==> config.mk <==
export PLATFORM = sky130hd
export DESIGN_NAME = sfc_flash_port
export DESIGN_NICKNAME = d
export VERILOG_FILES = /design/src/rtl/sfc_pkg.sv /design/src/rtl/sfc_flash_port.sv
export SDC_FILE = /design/constraint.sdc
export NUM_CORES = 1
export LEC_CHECK = 0
export BUFFER_PORTS_ARGS = -buffer_cell sky130_fd_sc_hd__buf_2
export CORE_ASPECT_RATIO = 1.1
export CORE_MARGIN = 2
export CORE_UTILIZATION = 56
export DETAILED_ROUTE_END_ITERATION = 10
export PLACE_DENSITY_LB_ADDON = 0.2
export SYNTH_ARGS = -nofsm -noshare
export SYNTH_HDL_FRONTEND = slang
export SYNTH_SLANG_ARGS = --single-unit
export TNS_END_PERCENT = 100
==> constraint.sdc <==
create_clock -name mclk -period 8.8 [get_ports mclk]
set_input_delay 1.32 -clock mclk [delete_from_list [all_inputs] [get_ports mclk]]
set_output_delay 1.32 -clock mclk [all_outputs]
set_load 0.05 [all_outputs]
==> src/rtl/sfc_pkg.sv <==
// Purpose: Shared constants and types for the serial flash command port
// Assumes: Serial clock is sampled by the 10 MHz core clock
// Notes: Opcodes, status layout, array geometry and dummy lengths live here
package sfc_pkg;
  // ==========================================================================
  // Array geometry
  localparam int ADDR_W = 22;
  localparam int PAGE_BITS = 8;
  localparam int SECTOR_BITS = 12;
  localparam int BLOCK_BITS = 16;
  localparam int BLOCK_IDX_W = 6;
  localparam logic [ADDR_W-1:0] ADDR_RESET = 22'h000000;

  // ==========================================================================
  // Opcodes
  localparam logic [7:0] OP_WRITE_UNLOCK = 8'h06;
  localparam logic [7:0] OP_WRITE_LOCK = 8'h04;
  localparam logic [7:0] OP_READ_STATUS = 8'h05;
  localparam logic [7:0] OP_WRITE_STATUS = 8'h01;
  localparam logic [7:0] OP_READ = 8'h03;
  localparam logic [7:0] OP_FAST_READ = 8'h0b;
  localparam logic [7:0] OP_DUAL_READ = 8'hbb;
  localparam logic [7:0] OP_QUAD_READ = 8'heb;
  localparam logic [7:0] OP_SECTOR_ERASE = 8'h20;
  localparam logic [7:0] OP_BLOCK_ERASE = 8'hd8;
  localparam logic [7:0] OP_CHIP_ERASE_A = 8'h60;
  localparam logic [7:0] OP_CHIP_ERASE_B = 8'hc7;
  localparam logic [7:0] OP_PAGE_PROGRAM = 8'h02;
  localparam logic [7:0] OP_CONT_PROGRAM = 8'had;
  localparam logic [7:0] OP_DEEP_SLEEP = 8'hb9;
  localparam logic [7:0] OP_WAKE_SIG = 8'hab;
  localparam logic [7:0] OP_STD_ID = 8'h9f;
  localparam logic [7:0] OP_MAKER_DEV_ID = 8'h90;
  localparam logic [7:0] OP_MAKER_DEV_ID_DUAL = 8'hef;
  localparam logic [7:0] OP_MAKER_DEV_ID_QUAD = 8'hdf;

  // ==========================================================================
  // Status register layout
  localparam int SR_WIP = 0;
  localparam int SR_WEL = 1;
  localparam int SR_BP_LSB = 2;
  localparam int SR_SRWD = 7;
  localparam logic [3:0] BP_RESET = 4'h0;

  // ==========================================================================
  // Serial framing: counts are in bits, dummy lengths in serial clocks
  localparam logic [4:0] ADDR_BITS = 5'd24;
  localparam logic [4:0] BYTE_BITS = 5'd8;
  localparam int DUMMY_CLK_FAST = 8;
  localparam int DUMMY_CLK_QUAD = 6;
  localparam int DUMMY_CLK_DUAL = 4;
  localparam logic [4:0] DUMMY_BITS_FAST = 5'(DUMMY_CLK_FAST * 1);
  localparam logic [4:0] DUMMY_BITS_QUAD = 5'(DUMMY_CLK_QUAD * 4);
  localparam logic [4:0] DUMMY_BITS_DUAL = 5'(DUMMY_CLK_DUAL * 2);
  localparam logic [5:0] PIN_RESET = 6'h02;

  // Erase granularity
  localparam logic [1:0] ER_SECTOR = 2'h0;
  localparam logic [1:0] ER_BLOCK = 2'h1;
  localparam logic [1:0] ER_CHIP = 2'h2;

  typedef enum logic [2:0] {PH_CMD, PH_ADDR, PH_DUMMY, PH_DIN, PH_DOUT, PH_IGNORE} sfc_phase_e;
endpackage

==> src/rtl/sfc_flash_port.sv <==
// Purpose: Device-side serial command port of a 32-Mbit serial flash
// Assumes: Pins arrive asynchronously; array sits behind plain ports
// Notes: Overview of operation follows
// Overview of operation
// - Only serial modes 0 and 3 supported
// - Fast read: 8 dummy clocks, 104MHz
// - Four-line read: 6 dummy clocks, 75MHz
// - Two-line read: 4 dummy clocks, 75MHz
// - Program by byte, 256-byte page, word
// - Erase sector, block or whole array
// - 1024 sectors, each erasable alone
// - 64 blocks, each erasable alone
// - Internal algorithm performs and verifies operations
// - Progress bit shows ongoing program or erase
// - Transfers only while chip select low
// - Standby when deselected and idle
// - Two-line read makes lines 0,1 bidirectional
// - Four-line read uses all four lines
// - Continuous program advances address itself
// - Reads continue through successive addresses
// - Four protect bits select locked region
// - Standard ID: maker then two device bytes
// - Signature command returns one device byte
// - Maker/device reads return two ID bytes
// - Line 2 is write-protect outside quad
// - Alteration needs write latch set first
// - Deep sleep ignores all but wake
// - Quad read disables hardware protect mode
`timescale 1ns/100ps

// ============================================================================
// Byte FIFO between the serial receiver and the array write port
module sfc_byte_fifo #(
  parameter int WIDTH = 8,
  parameter int DEPTH = 8
) (
  input wire logic clk,
  input wire logic reset,
  input wire logic [WIDTH-1:0] inData,
  input wire logic inValid,
  output logic inReady,
  output logic [WIDTH-1:0] outData,
  output logic outValid,
  input wire logic outReady
);
  localparam int AW = (DEPTH > 1) ? $clog2(DEPTH) : 1;
  localparam logic [AW-1:0] LAST = AW'(DEPTH - 1);
  localparam logic [AW:0] FULL = (AW + 1)'(DEPTH);
  logic [WIDTH-1:0] mem [DEPTH];
  logic [AW-1:0] wrPtr_r;
  logic [AW-1:0] rdPtr_r;
  logic [AW:0] count_r;
  logic push;
  logic pop;

  assign inReady = (count_r != FULL);
  assign outValid = (count_r != '0);
  assign outData = mem[rdPtr_r];
  assign push = inValid & inReady;
  assign pop = outValid & outReady;

  // Storage has no reset; only pointers matter
  always_ff @(posedge clk) begin
    if (push) begin
      mem[wrPtr_r] <= inData;
    end
  end

  // Pointers wrap explicitly so any depth works
  always_ff @(posedge clk) begin
    if (reset) begin
      wrPtr_r <= '0;
      rdPtr_r <= '0;
      count_r <= '0;
    end else begin
      if (push) begin
        wrPtr_r <= (wrPtr_r == LAST) ? '0 : wrPtr_r + 1'b1;
      end
      if (pop) begin
        rdPtr_r <= (rdPtr_r == LAST) ? '0 : rdPtr_r + 1'b1;
      end
      if (push && !pop) begin
        count_r <= count_r + 1'b1;
      end else if (pop && !push) begin
        count_r <= count_r - 1'b1;
      end
    end
  end
endmodule

// ============================================================================
// Command port top
module sfc_flash_port
  import sfc_pkg::*;
#(
  parameter logic [7:0] MAKER_ID = 8'h3a,   // Arbitrary value
  parameter logic [7:0] DEV_ID_HI = 8'h51,  // Arbitrary value
  parameter logic [7:0] DEV_ID_LO = 8'h07,  // Arbitrary value
  parameter logic [7:0] SIG_ID = 8'h29,     // Arbitrary value
  parameter int FIFO_DEPTH = 8
) (
  input wire logic mclk,
  input wire logic reset,
  input wire logic sclk,
  input wire logic csN,
  input wire logic ioLine0In,
  output logic ioLine0Out,
  output logic ioLine0Oe,
  input wire logic ioLine1In,
  output logic ioLine1Out,
  output logic ioLine1Oe,
  input wire logic ioLine2In,
  output logic ioLine2Out,
  output logic ioLine2Oe,
  input wire logic ioLine3In,
  output logic ioLine3Out,
  output logic ioLine3Oe,
  output logic [ADDR_W-1:0] memRdAddr,
  input wire logic [7:0] memRdData,
  output logic memWrValid,
  input wire logic memWrReady,
  output logic [ADDR_W-1:0] memWrAddr,
  output logic [7:0] memWrData,
  output logic eraseReq,
  output logic [1:0] eraseKind,
  output logic [ADDR_W-1:0] eraseAddr,
  input wire logic eraseDone,
  output logic writeInProgress,
  output logic standby,
  output logic deepSleep
);
  // ==========================================================================
  // Pin synchronisers: {io3, io2, io1, io0, csN, sclk}
  logic [5:0] pinMeta_r;
  logic [5:0] pinSync_r;
  logic sclkPrev_r;
  logic csPrev_r;

  always_ff @(posedge mclk) begin
    if (reset) begin
      pinMeta_r <= PIN_RESET;
      pinSync_r <= PIN_RESET;
      sclkPrev_r <= 1'b0;
      csPrev_r <= 1'b1;
    end else begin
      pinMeta_r <= {ioLine3In, ioLine2In, ioLine1In, ioLine0In, csN, sclk};
      pinSync_r <= pinMeta_r;
      sclkPrev_r <= pinSync_r[0];
      csPrev_r <= pinSync_r[1];
    end
  end

  logic csHigh;
  logic csRise;
  logic sclkRise;
  logic sclkFall;
  logic [3:0] inBits;
  // Sample on rise, drive on fall: fits both idle levels of the clock
  assign csHigh = pinSync_r[1];
  assign csRise = csHigh & ~csPrev_r;
  assign sclkRise = pinSync_r[0] & ~sclkPrev_r & ~csHigh;
  assign sclkFall = ~pinSync_r[0] & sclkPrev_r & ~csHigh;
  assign inBits = pinSync_r[5:2];

  // ==========================================================================
  // Decoding helpers
  function automatic logic isProtected(input logic [3:0] bp, input logic [5:0] blk);
    logic [6:0] lim;
    lim = 7'd0;
    isProtected = 1'b0;
    if (bp >= 4'd1 && bp <= 4'd6) begin
      lim = 7'd64 - (7'd1 << (bp - 4'd1));
      isProtected = ({1'b0, blk} >= lim);
    end else if (bp >= 4'd9 && bp <= 4'd14) begin
      lim = 7'd64 - (7'd1 << (4'd14 - bp));
      isProtected = ({1'b0, blk} < lim);
    end else if (bp != 4'd0) begin
      isProtected = 1'b1;
    end
  endfunction

  function automatic sfc_phase_e phaseAfterCmd(input logic [7:0] op, input logic cp);
    case (op)
      OP_READ, OP_FAST_READ, OP_DUAL_READ, OP_QUAD_READ, OP_SECTOR_ERASE, OP_BLOCK_ERASE,
      OP_PAGE_PROGRAM, OP_WAKE_SIG, OP_MAKER_DEV_ID, OP_MAKER_DEV_ID_DUAL,
      OP_MAKER_DEV_ID_QUAD: phaseAfterCmd = PH_ADDR;
      OP_READ_STATUS, OP_STD_ID: phaseAfterCmd = PH_DOUT;
      OP_WRITE_STATUS: phaseAfterCmd = PH_DIN;
      OP_CONT_PROGRAM: phaseAfterCmd = cp ? PH_DIN : PH_ADDR;
      default: phaseAfterCmd = PH_IGNORE;
    endcase
  endfunction

  function automatic sfc_phase_e phaseAfterAddr(input logic [7:0] op);
    case (op)
      OP_FAST_READ, OP_DUAL_READ, OP_QUAD_READ: phaseAfterAddr = PH_DUMMY;
      OP_PAGE_PROGRAM, OP_CONT_PROGRAM: phaseAfterAddr = PH_DIN;
      OP_SECTOR_ERASE, OP_BLOCK_ERASE: phaseAfterAddr = PH_IGNORE;
      default: phaseAfterAddr = PH_DOUT;
    endcase
  endfunction

  // ==========================================================================
  // Shared state declarations
  sfc_phase_e phase_r;
  logic [7:0] cmd_r;
  logic [4:0] cnt_r;
  logic [2:0] tot_r;
  logic [2:0] lanes_r;
  logic [23:0] shIn_r;
  logic [ADDR_W-1:0] addr_r;
  logic addrDone_r;
  logic dinSeen_r;
  logic [7:0] wrsrData_r;
  logic wel_r;
  logic [3:0] bp_r;
  logic srwd_r;
  logic sleep_r;
  logic cpMode_r;
  logic quad_r;
  logic progBusy_r;
  logic eraseBusy_r;
  logic [ADDR_W-1:0] wrAddr_r;
  logic pushValid_r;
  logic [7:0] pushData_r;
  logic [23:0] shNext;
  logic [4:0] cntNext;
  logic [4:0] dummyBits;
  logic write_in_progress;
  logic addrDoneNow;
  logic byteDoneDin;
  logic [7:0] statusByte;

  assign write_in_progress = progBusy_r | eraseBusy_r;
  assign cntNext = cnt_r + {2'b00, lanes_r};
  assign addrDoneNow = sclkRise && phase_r == PH_ADDR && cntNext == ADDR_BITS;
  assign byteDoneDin = sclkRise && phase_r == PH_DIN && cntNext == BYTE_BITS;
  assign statusByte = {srwd_r, 1'b0, bp_r, wel_r, write_in_progress};

  // Shift in MSB first on as many lines as the mode uses
  always_comb begin
    case (lanes_r)
      3'd1: shNext = {shIn_r[22:0], inBits[0]};
      3'd2: shNext = {shIn_r[21:0], inBits[1:0]};
      default: shNext = {shIn_r[19:0], inBits};
    endcase
    case (cmd_r)
      OP_QUAD_READ: dummyBits = DUMMY_BITS_QUAD;
      OP_DUAL_READ: dummyBits = DUMMY_BITS_DUAL;
      default: dummyBits = DUMMY_BITS_FAST;
    endcase
  end

  // ==========================================================================
  // Receive sequencer; deselect returns it to the opcode phase
  always_ff @(posedge mclk) begin
    if (reset || csHigh) begin
      phase_r <= PH_CMD;
      cmd_r <= 8'h00;
      cnt_r <= 5'd0;
      tot_r <= 3'd0;
      lanes_r <= 3'd1;
      shIn_r <= 24'h000000;
      addr_r <= ADDR_RESET;
      addrDone_r <= 1'b0;
      dinSeen_r <= 1'b0;
    end else if (sclkRise) begin
      shIn_r <= shNext;
      cnt_r <= cntNext;
      tot_r <= tot_r + lanes_r;  // Bits mod 8 for byte-boundary check
      case (phase_r)
        PH_CMD: begin
          if (cntNext == BYTE_BITS) begin
            cnt_r <= 5'd0;
            // Refused opcodes keep no code, so nothing acts at deselect
            if (sleep_r && shNext[7:0] != OP_WAKE_SIG) begin
              phase_r <= PH_IGNORE;
              cmd_r <= 8'h00;
            end else if (write_in_progress && shNext[7:0] != OP_READ_STATUS) begin
              phase_r <= PH_IGNORE;  // Busy array takes status polls only
              cmd_r <= 8'h00;
            end else begin
              phase_r <= phaseAfterCmd(shNext[7:0], cpMode_r);
              cmd_r <= shNext[7:0];
            end
            if (shNext[7:0] == OP_DUAL_READ) begin
              lanes_r <= 3'd2;
            end else if (shNext[7:0] == OP_QUAD_READ) begin
              lanes_r <= 3'd4;
            end
          end
        end
        PH_ADDR: begin
          if (cntNext == ADDR_BITS) begin
            addr_r <= shNext[ADDR_W-1:0];
            addrDone_r <= 1'b1;
            cnt_r <= 5'd0;
            phase_r <= phaseAfterAddr(cmd_r);
          end
        end
        PH_DUMMY: begin
          if (cntNext == dummyBits) begin
            cnt_r <= 5'd0;
            phase_r <= PH_DOUT;
          end
        end
        PH_DIN: begin
          if (cntNext == BYTE_BITS) begin
            cnt_r <= 5'd0;
            dinSeen_r <= 1'b1;
          end
        end
        default: cnt_r <= 5'd0;
      endcase
    end
  end

  // ==========================================================================
  // Transmit path: next byte source, then lanes driven on falling edges
  logic [7:0] outSh_r;
  logic [2:0] outPos_r;
  logic [1:0] idIdx_r;
  logic [7:0] nextByte;
  logic [7:0] curByte;

  always_comb begin
    case (cmd_r)
      OP_READ_STATUS: nextByte = statusByte;
      OP_STD_ID: begin
        case (idIdx_r)
          2'd0: nextByte = MAKER_ID;
          2'd1: nextByte = DEV_ID_HI;
          default: nextByte = DEV_ID_LO;
        endcase
      end
      OP_WAKE_SIG: nextByte = SIG_ID;
      OP_MAKER_DEV_ID, OP_MAKER_DEV_ID_DUAL, OP_MAKER_DEV_ID_QUAD:
        nextByte = (idIdx_r[0] ^ addr_r[0]) ? SIG_ID : MAKER_ID;
      default: nextByte = memRdData;
    endcase
    curByte = (outPos_r == 3'd0) ? nextByte : outSh_r;
  end

  always_ff @(posedge mclk) begin
    if (reset || csHigh) begin
      {ioLine3Oe, ioLine2Oe, ioLine1Oe, ioLine0Oe} <= 4'h0;
      {ioLine3Out, ioLine2Out, ioLine1Out, ioLine0Out} <= 4'h0;
      outSh_r <= 8'h00;
      outPos_r <= 3'd0;
      idIdx_r <= 2'd0;
    end else if (sclkFall && phase_r == PH_DOUT) begin
      outPos_r <= outPos_r + lanes_r;
      case (lanes_r)
        3'd1: begin
          ioLine1Out <= curByte[7];
          ioLine1Oe <= 1'b1;
          outSh_r <= {curByte[6:0], 1'b0};
        end
        3'd2: begin
          {ioLine1Out, ioLine0Out} <= curByte[7:6];
          {ioLine1Oe, ioLine0Oe} <= 2'h3;
          outSh_r <= {curByte[5:0], 2'h0};
        end
        default: begin
          {ioLine3Out, ioLine2Out, ioLine1Out, ioLine0Out} <= curByte[7:4];
          {ioLine3Oe, ioLine2Oe, ioLine1Oe, ioLine0Oe} <= 4'hf;
          outSh_r <= {curByte[3:0], 4'h0};
        end
      endcase
      if (outPos_r == 3'd0) begin
        idIdx_r <= (cmd_r == OP_STD_ID && idIdx_r == 2'd2) ? 2'd0 : idIdx_r + 2'd1;
      end
    end
  end

  // Read pointer: loaded from the address, bumped as each byte is taken
  always_ff @(posedge mclk) begin
    if (reset) begin
      memRdAddr <= ADDR_RESET;
    end else if (addrDoneNow) begin
      memRdAddr <= shNext[ADDR_W-1:0];
    end else if (sclkFall && phase_r == PH_DOUT && outPos_r == 3'd0) begin
      memRdAddr <= memRdAddr + 1'b1;  // Wraps at top of array
    end
  end

  // ==========================================================================
  // Program data path; only whole bytes reach the FIFO
  logic fifoInReady;
  logic [7:0] fifoOutData;
  logic fifoOutValid;
  logic fifoOutReady;
  logic pgmOk;

  assign pgmOk = wel_r && !isProtected(bp_r, wrAddr_r[ADDR_W-1:BLOCK_BITS]);
  assign fifoOutReady = !memWrValid || memWrReady;

  // Held byte stalls until the FIFO has room; a newer byte replaces it
  always_ff @(posedge mclk) begin
    if (reset) begin
      pushValid_r <= 1'b0;
      pushData_r <= 8'h00;
      wrsrData_r <= 8'h00;
    end else begin
      if (byteDoneDin && cmd_r != OP_WRITE_STATUS && pgmOk) begin
        pushValid_r <= 1'b1;
        pushData_r <= shNext[7:0];
      end else if (fifoInReady) begin
        pushValid_r <= 1'b0;
      end
      if (byteDoneDin && cmd_r == OP_WRITE_STATUS) begin
        wrsrData_r <= shNext[7:0];
      end
    end
  end

  sfc_byte_fifo #(
    .WIDTH(8),
    .DEPTH(FIFO_DEPTH)
  ) u_fifo (
    .clk(mclk),
    .reset(reset),
    .inData(pushData_r),
    .inValid(pushValid_r),
    .inReady(fifoInReady),
    .outData(fifoOutData),
    .outValid(fifoOutValid),
    .outReady(fifoOutReady)
  );

  // Array write port; page program wraps inside its page, word mode runs on
  always_ff @(posedge mclk) begin
    if (reset) begin
      wrAddr_r <= ADDR_RESET;
      memWrValid <= 1'b0;
      memWrAddr <= ADDR_RESET;
      memWrData <= 8'h00;
    end else begin
      if (addrDoneNow && (cmd_r == OP_PAGE_PROGRAM || cmd_r == OP_CONT_PROGRAM)) begin
        wrAddr_r <= shNext[ADDR_W-1:0];
      end else if (fifoOutValid && fifoOutReady) begin
        if (cmd_r == OP_CONT_PROGRAM || cpMode_r) begin
          wrAddr_r <= wrAddr_r + 1'b1;
        end else begin
          wrAddr_r[PAGE_BITS-1:0] <= wrAddr_r[PAGE_BITS-1:0] + 1'b1;
        end
      end
      if (fifoOutValid && fifoOutReady) begin
        memWrValid <= 1'b1;
        memWrAddr <= wrAddr_r;
        memWrData <= fifoOutData;
      end else if (memWrReady) begin
        memWrValid <= 1'b0;
      end
    end
  end

  // ==========================================================================
  // Command completion at deselect; a partial last byte cancels it
  logic cmdOk;
  logic hpmLock;
  assign cmdOk = csRise && tot_r == 3'd0 && phase_r != PH_CMD;
  assign hpmLock = srwd_r && !pinSync_r[4] && !quad_r;

  always_ff @(posedge mclk) begin
    if (reset) begin
      wel_r <= 1'b0;
      bp_r <= BP_RESET;
      srwd_r <= 1'b0;
      sleep_r <= 1'b0;
      cpMode_r <= 1'b0;
      quad_r <= 1'b0;
      progBusy_r <= 1'b0;
      eraseBusy_r <= 1'b0;
      eraseReq <= 1'b0;
      eraseKind <= ER_SECTOR;
      eraseAddr <= ADDR_RESET;
    end else begin
      eraseReq <= 1'b0;
      // Done once every byte has been handed to the array
      if (progBusy_r && !fifoOutValid && !pushValid_r && !memWrValid) begin
        progBusy_r <= 1'b0;
      end
      if (eraseBusy_r && eraseDone) begin
        eraseBusy_r <= 1'b0;
      end
      if (cmdOk) begin
        case (cmd_r)
          OP_WRITE_UNLOCK: wel_r <= 1'b1;
          OP_WRITE_LOCK: begin
            wel_r <= 1'b0;
            cpMode_r <= 1'b0;
          end
          OP_WRITE_STATUS: begin
            if (wel_r && dinSeen_r && !hpmLock) begin
              bp_r <= wrsrData_r[SR_BP_LSB+3:SR_BP_LSB];
              srwd_r <= wrsrData_r[SR_SRWD];
              wel_r <= 1'b0;
            end
          end
          OP_PAGE_PROGRAM, OP_CONT_PROGRAM: begin
            if (pgmOk && dinSeen_r) begin
              progBusy_r <= 1'b1;
              if (cmd_r == OP_CONT_PROGRAM) begin
                cpMode_r <= 1'b1;  // Latch stays set until word mode ends
              end else begin
                wel_r <= 1'b0;
              end
            end
          end
          OP_SECTOR_ERASE, OP_BLOCK_ERASE: begin
            if (wel_r && addrDone_r && !isProtected(bp_r, addr_r[ADDR_W-1:BLOCK_BITS])) begin
              eraseReq <= 1'b1;
              eraseKind <= (cmd_r == OP_SECTOR_ERASE) ? ER_SECTOR : ER_BLOCK;
              eraseAddr <= (cmd_r == OP_SECTOR_ERASE) ?
                {addr_r[ADDR_W-1:SECTOR_BITS], SECTOR_BITS'(0)} :
                {addr_r[ADDR_W-1:BLOCK_BITS], BLOCK_BITS'(0)};
              eraseBusy_r <= 1'b1;
              wel_r <= 1'b0;
            end
          end
          OP_CHIP_ERASE_A, OP_CHIP_ERASE_B: begin
            if (wel_r && bp_r == BP_RESET) begin
              eraseReq <= 1'b1;
              eraseKind <= ER_CHIP;
              eraseAddr <= ADDR_RESET;
              eraseBusy_r <= 1'b1;
              wel_r <= 1'b0;
            end
          end
          OP_DEEP_SLEEP: sleep_r <= 1'b1;
          OP_WAKE_SIG: sleep_r <= 1'b0;
          OP_QUAD_READ: quad_r <= 1'b1;
          default: ;
        endcase
      end
    end
  end

  // Status pins; the progress flag lags the busy flops by one cycle
  always_ff @(posedge mclk) begin
    if (reset) begin
      writeInProgress <= 1'b0;
      standby <= 1'b0;
      deepSleep <= 1'b0;
    end else begin
      writeInProgress <= write_in_progress;
      standby <= csHigh && !write_in_progress;
      deepSleep <= sleep_r;
    end
  end
endmodule

==> results_dict.tcl, run 1 <==
set metrics [dict create \
    ctsHoldBuffers 0 \
    numPlacedInstances 1840 \
    cts.sinks 279 \
    antenna_left 0 \
    drive_above_1_share_pct 14.6 \
    first_pass_iters 5 \
    grt_first_pass_wirelength_mm 57.0 \
    p_sw_share_pct 27.6 \
    seq_power_share_pct 44.7 \
    route.detailed.drc 0 \
    hold_viol 0 \
    path_cells "or3b_2, or2_2, ha_1, xor2_1, ha_1, nor3_1, a211oi_1, a21oi_1, o22ai_1, a2111oi_0, o21a_1, mux2i_1" \
    synth_top_area_cell "dfxtp_1" \
    slew_viol_final 0 \
    rsz0062_at_grt "no" \
    path_common_cell "ha_1" \
    globalRouteOverflowTotal 0 \
    fin_cells 1893 \
    start_util_pct 56.6 \
    cts_tree "yes" \
    yosys_warnings 0 \
    gp_congestion 0.951 \
    p_int_w 0.00226 \
    fmax_ghz 0.233 \
    fin_crit_ns 4.28 \
    ys.flop_type "dfxtp_1" \
    async_flop_share_pct 0 \
    netlist_area_um2 13700 \
    final_cell_mix "dfxtp_1 (215), nand2_1 (188), nor2_1 (161)" \
    setup.worst_path.end "eraseAddr[12]$_SDFFE_PP0P_" \
    synthCells 1516 \
    final_common_cell "dfxtp_1" \
    htree_levels 1 \
    dp_hpwl_mm 25.0 \
    pwr-share-clk_pct 40.2 \
    antennaDiodeCount 0 \
    grt_antenna_before_repair 0 \
    whs_ns 0.407 \
    ir_worst_vdd_mv 0.163 \
    fin_crit_sh_pct 48.7 \
    p_leak_nw 5.42 \
    grt_pass1_vias 10500 \
    path_depth 12 \
    hold_path_class "reg -> reg" \
    synth_area_per_cell_um2 9.06 \
    path_class "reg -> reg" \
    cts-buffers-inserted 28 \
    cts.clk_slew.worst_paths_ns 0.06 \
    cp_max_fo 20 \
    grt_usage_pct 27.0 \
    synth_cell_types 86 \
    areaGrowthSynthToFinish_pct 11.2 \
    port_buffers 94 \
    synth_top_area_share_pct 31.3 \
    power.density_nw_per_um2 205 \
    drt_iter0_drc 895 \
    comb_power_share_pct 15.1 \
    dieArea_um2 25800 \
    fin_worst_skew_ns 0.00793 \
    finalNetCount 1606 \
    cpLargestDelayFamily "compound AO/OA/AOI/OAI gates" \
    die_w_um 153 \
    tightest_slew_ns 1.14 \
    p_switching_w 0.000863 \
    final.setup.tns_ns 0 \
    endpoint_kind "flop" \
    via_count 11500 \
    routedWlPerCell_um 19.0 \
    yosys-top-cells-area "dfxtp_1 (31%), edfxtp_1 (14%), nand2_1 (5.1%)" \
    required_ns 9.26 \
    slew_headroom_pct 23.2 \
    outcome "complete, no violations" \
    drv_cap 0 \
    crit_arrival_ns 4.74 \
    crit_start "bp_r[1]$_SDFFE_PP0P_" \
    cts_buffer_depth 3 \
    critical-path-slowest-cell "dfxtp_1" \
    fp.dieH_um 168 \
    rr_endpoint "eraseAddr[12]$_SDFFE_PP0P_" \
    r2r_start "bp_r[1]$_SDFFE_PP0P_" \
    r2r.worst_path.cells 12 \
    crit_buf_inv 0 \
    vias_per_cell 6.06 \
    ctsResizeCount 0 \
    coreArea_um2 24200 \
    boundaryPins 107 \
    grt_max_degree 103 \
    start_kind "flop" \
    row_count 60 \
    ys_ff_latch 279 \
    setup_viol 0 \
    clk_latency_ns 0.54 \
    ys_seq_area_share_pct 45.3 \
    synth-edff-count 64 \
    fill_cells 2070 \
    postCtsSetupRepairBufs 0 \
    rrSetupSlack_ns 4.52 \
    routed_wl_mm 35.9 \
    critPathMaxStageDelay_ns 0.72 \
    clockRootBuffer "clkbuf_16" \
]
## through the flow
stage                     area (um^2)  setup slack, ns  util (%)  total power, W
after floorplan                 13800             5.17         -         0.00180
final                           15300             4.52      63.0         0.00312
after global placement          14300             4.72      58.9         0.00188
after detailed placement        14300             4.60      58.9         0.00189
after global routing            15300             4.20      63.0         0.00325
after CTS                       15300             4.58      62.9         0.00314
## cell families after synthesis
kind of cell             share of synthesized area [%]
AO/OA/AOI/OAI                                     15.3
buffers and inverters                             4.50
multiplexers                                      5.79
AND/OR/NAND/NOR                                   23.4
XOR/XNOR                                          2.81
flip-flops                                        45.3
other                                           0.0273
adder cells (fa/ha/maj)                           2.82
## power by group through the flow
stage / clock [W] / combinational (W) / sequential (W)
floorplan: 0 / 0.000314 / 0.00148
global placement: 0 / 0.000459 / 0.00142
detailed placement: 0 / 0.000472 / 0.00142
CTS: 0.00127 / 0.000477 / 0.00139
global route: 0.00133 / 0.000519 / 0.00140
finish: 0.00126 / 0.000472 / 0.00139
## state kept, by name, indices dropped and copies added (netlist names), 3 cells and up
register / flops
u_fifo.count_r: 4
memWrData: 8
outPos_r: 3
lanes_r: 3
u_fifo.mem: 64
wrsrData_r: 5
phase_r: 3
cnt_r: 5
pinMeta_r: 6
u_fifo.wrPtr_r: 3
shIn_r: 21
pinSync_r: 6
cmd_r: 8
addr_r: 11
u_fifo.rdPtr_r: 3
memRdAddr: 22
memWrAddr: 22
bp_r: 4
pushData_r: 8
outSh_r: 7
wrAddr_r: 22
tot_r: 3
eraseAddr: 10
## worst min-delay path by stage
stage | startpoint | end | depth (start not counted)
after floorplan | pinMeta_r[1]$_SDFF_PP1_ | pinSync_r[1]$_SDFF_PP1_ | 1
after global placement | pinMeta_r[1]$_SDFF_PP1_ | pinSync_r[1]$_SDFF_PP1_ | 1
after detailed placement | pinMeta_r[1]$_SDFF_PP1_ | pinSync_r[1]$_SDFF_PP1_ | 1
after CTS | pinMeta_r[1]$_SDFF_PP1_ | pinSync_r[1]$_SDFF_PP1_ | 1
after global routing | pinMeta_r[1]$_SDFF_PP1_ | pinSync_r[1]$_SDFF_PP1_ | 1
final | pinMeta_r[1]$_SDFF_PP1_ | pinSync_r[1]$_SDFF_PP1_ | 1
## synth_stat cells, drive strengths merged (11+ instances only)
library cell / n
xor2: 18
o21ai: 52
a22oi: 18
nor3: 41
nand2: 188
edfxtp: 64
nor4: 20
mux4: 16
or2: 11
buf: 39
inv: 26
ha: 23
dfxtp: 215
clkbuf: 72
nand3: 42
nand4: 18
mux2i: 39
a211oi: 48
or3: 23
and3: 12
nor2b: 20
nand2b: 33
a21oi: 128
nand3b: 27
xnor2: 26
nor2: 162
## layout make-up
type | count | area, um^2 | share of cell area, %
multi-input cells | 1111 | 6940 | 45.5
flip-flops and latches | 279 | 6230 | 40.8
clock buffers | 36 | 792 | 5.19
repair buffers | 115 | 631 | 4.13
well taps | 310 | 388 | 2.54
clock inverters | 16 | 191 | 1.25
inverters | 26 | 97.6 | 0.639
## layer usage
layer  track usage [%]  wire length [um]
met3              4.22              2470
met5                 0                 0
met4              8.05               912
met2              44.5             16900
met1              36.9             15600
Note: power is estimated with default switching activity, not from simulation.
==> run 2: changes to the inputs <==
CORE_UTILIZATION = 55   (was 56)
clock period = 3.5 ns   (was 8.8 ns; I/O delays follow)
==> run 2 against run 1 <==
  * Via count is 1.1% higher
  * Power is 140% higher
  * Core utilization is 0.80 points higher
  * Setup slack worse by 4.4 ns
  * Clock power is 120% higher
  * Clock skew is 0.0097 ns higher
  * Non-clock buffer count is 39 higher
  * Register-to-register slack worse by 4.4 ns
  * Sequential share of layout area is 0.88 points lower
  * Critical endpoint unchanged
  * Highest routed layer unchanged
  * Clock-buffer cell count is 3 higher
  * Largest cell class unchanged
  * Largest power group unchanged
==> results_dict.tcl, run 2 (synthesis results as in run 1) <==
set metrics [dict create \
    final_cell_mix "dfxtp_1 (215), nand2_1 (188), nor2_1 (161)" \
    fmax_ghz 0.292 \
    fin_crit_ns 3.42 \
    hold_path_class "in -> reg" \
    finalWorstSetupSlack_ns 0.0802 \
    top_register "u_fifo.mem" \
    routed_wl_mm 36.8 \
    ctsHoldBuffers 0 \
    gp_congestion 0.924 \
    finalInstanceArea_um2 15600 \
    rrSetupSlack_ns 0.08 \
    outcome "complete, no violations" \
    dieArea_um2 26200 \
    first_pass_iters 5 \
    drt_iter0_drc 899 \
    path_common_cell "buf_4" \
    drv_cap 0 \
    gr-usage-met3_pct 4.44 \
    htree_levels 1 \
    crit_buf_inv 3 \
    ir_worst_vdd_mv 0.384 \
    grt_max_degree 153 \
    final_common_cell "dfxtp_1" \
    cts-buffers-inserted 29 \
    cts_buffer_depth 3 \
    row_count 60 \
    p_leak_nw 5.60 \
    start_kind "flop" \
    endpoint_kind "flop" \
    via_count 11600 \
    comb_power_share_pct 16.0 \
    antennaDiodeCount 0 \
    routedWlPerCell_um 19.0 \
    cts.clk_slew.worst_paths_ns 0.07 \
    antenna_left 0 \
    critPathMaxStageDelay_ns 0.38 \
    boundaryPins 107 \
    grt_first_pass_wirelength_mm 58.1 \
    place_area_um2 14600 \
    route.detailed.drc 0 \
    pwr-share-clk_pct 37.4 \
    tightest_slew_ns 0.898 \
    grt_usage_pct 27.6 \
    required_ns 3.98 \
    cts.sinks 279 \
    critical-path-slowest-cell "or3b_4" \
    cts_tree "yes" \
    cp_max_fo 6 \
    clockRootBuffer "clkbuf_16" \
    p_switching_w 0.00214 \
    power.density_nw_per_um2 482 \
    crit_arrival_ns 3.90 \
    busiest_layer "met2" \
    pre_cts_ws_ns -0.107 \
    grt_pass1_vias 10900 \
    fin_crit_sh_pct 97.7 \
    cpLargestDelayFamily "compound AO/OA/AOI/OAI gates" \
    die_w_um 155 \
    p_int_w 0.00537 \
    dp_hpwl_mm 25.9 \
    largest_reg_flops 64 \
    grt_antenna_before_repair 0 \
    clk_latency_ns 0.55 \
    areaGrowthSynthToFinish_pct 13.6 \
    p_sw_share_pct 28.5 \
    path_class "reg -> reg" \
    setup_viol 0 \
    use_met1_pct 36.2 \
    seq_power_share_pct 46.6 \
    vias_per_cell 6.01 \
    hold_viol 0 \
    path_cells "or3b_4, or2_4, ha_4, xor2_2, buf_4, buf_4, ha_2, nor3_2, a211oi_2, a21oi_1, o22ai_2, a2111oi_4, o21a_1, bufbuf_16, mux2i_1" \
    fin_worst_skew_ns 0.0176 \
    fill_cells 2053 \
    final.setup.tns_ns 0 \
    met2_usage_pct 46.2 \
    coreArea_um2 24500 \
    slew_viol_final 0 \
    globalRouteOverflowTotal 0 \
    start_util_pct 56.1 \
    slew_headroom_pct 40.0 \
    fp.dieH_um 170 \
    drive_above_1_share_pct 16.8 \
    finalNetCount 1646 \
    port_buffers 94 \
]
run 2: changes by cell type in the layout (fill, tap and decap cells not counted), moves of 3 or more:
cell,change
clkinvlp_4,-5
ha_1,-3
clkbuf_1,+4
clkinv_1,+6
buf_12,+3
buf_4,+35
bufinv_16,-4
run 2: what timing repair did:
action | in CTS | in global routing
setup buffers | 2 | 1
gates resized for setup | 17 | 6
pin swaps | 8 | 10
endpoints found under the setup margin | 21 | 20
gates cloned | 2 | 0
run 2: worst paths after layout:
| path | cells after the start | start | end |
|---|---|---|---|
| worst min register to register | 1 | pinMeta_r[1]$_SDFF_PP1_ | pinSync_r[1]$_SDFF_PP1_ |
| worst max register to register | 15 | bp_r[1]$_SDFFE_PP0P_ | eraseAddr[12]$_SDFFE_PP0P_ |
| worst max-delay path | 15 | bp_r[1]$_SDFFE_PP0P_ | eraseAddr[12]$_SDFFE_PP0P_ |
| worst min-delay path | 2 | csN | pinMeta_r[1]$_SDFF_PP1_ |
run 2: area by class of cell:
type                            count  area, um^2  share of cell area [%]
Multi-Input combinational cell   1111        7060                    45.2
Sequential cell                   279        6230                    39.9
Timing Repair Buffer              154         990                    6.34
Clock buffer                       39         793                    5.08
Tap cell                          310         388                    2.49
Inverter                           26        97.6                   0.625
Clock inverter                     12        55.1                   0.353
run 2: metrics by stage:
| stage | hold slack (ns) | total power, W | util (%) | std cells |
|---|---|---|---|---|
| final | 0.160 | 0.00752 | 63.8 | 1931 |
| after CTS | 0.148 | 0.00756 | 63.6 | 1930 |
| after global placement | 0.400 | 0.00474 | 59.6 | 1875 |
| after global routing | 0.162 | 0.00781 | 63.8 | 1931 |
| after detailed placement | 0.397 | 0.00478 | 59.6 | 1875 |
| after floorplan | 0.389 | 0.00451 | - | 1527 |
run 2: per-layer routing:
layer	wire length [um]	up-vias
li1	-	5596
met1	15500	5523
met2	17600	385
met3	2370	98
met4	1320	0
met5	0	-
run 2: power by group through the flow:
stage	logic (W)	clock network, W	registers [W]
floorplan	0.000789	0	0.00373
global placement	0.00117	0	0.00356
detailed placement	0.00121	0	0.00357
CTS	0.00122	0.00284	0.00350
global route	0.00132	0.00297	0.00352
finish	0.00121	0.00281	0.00350
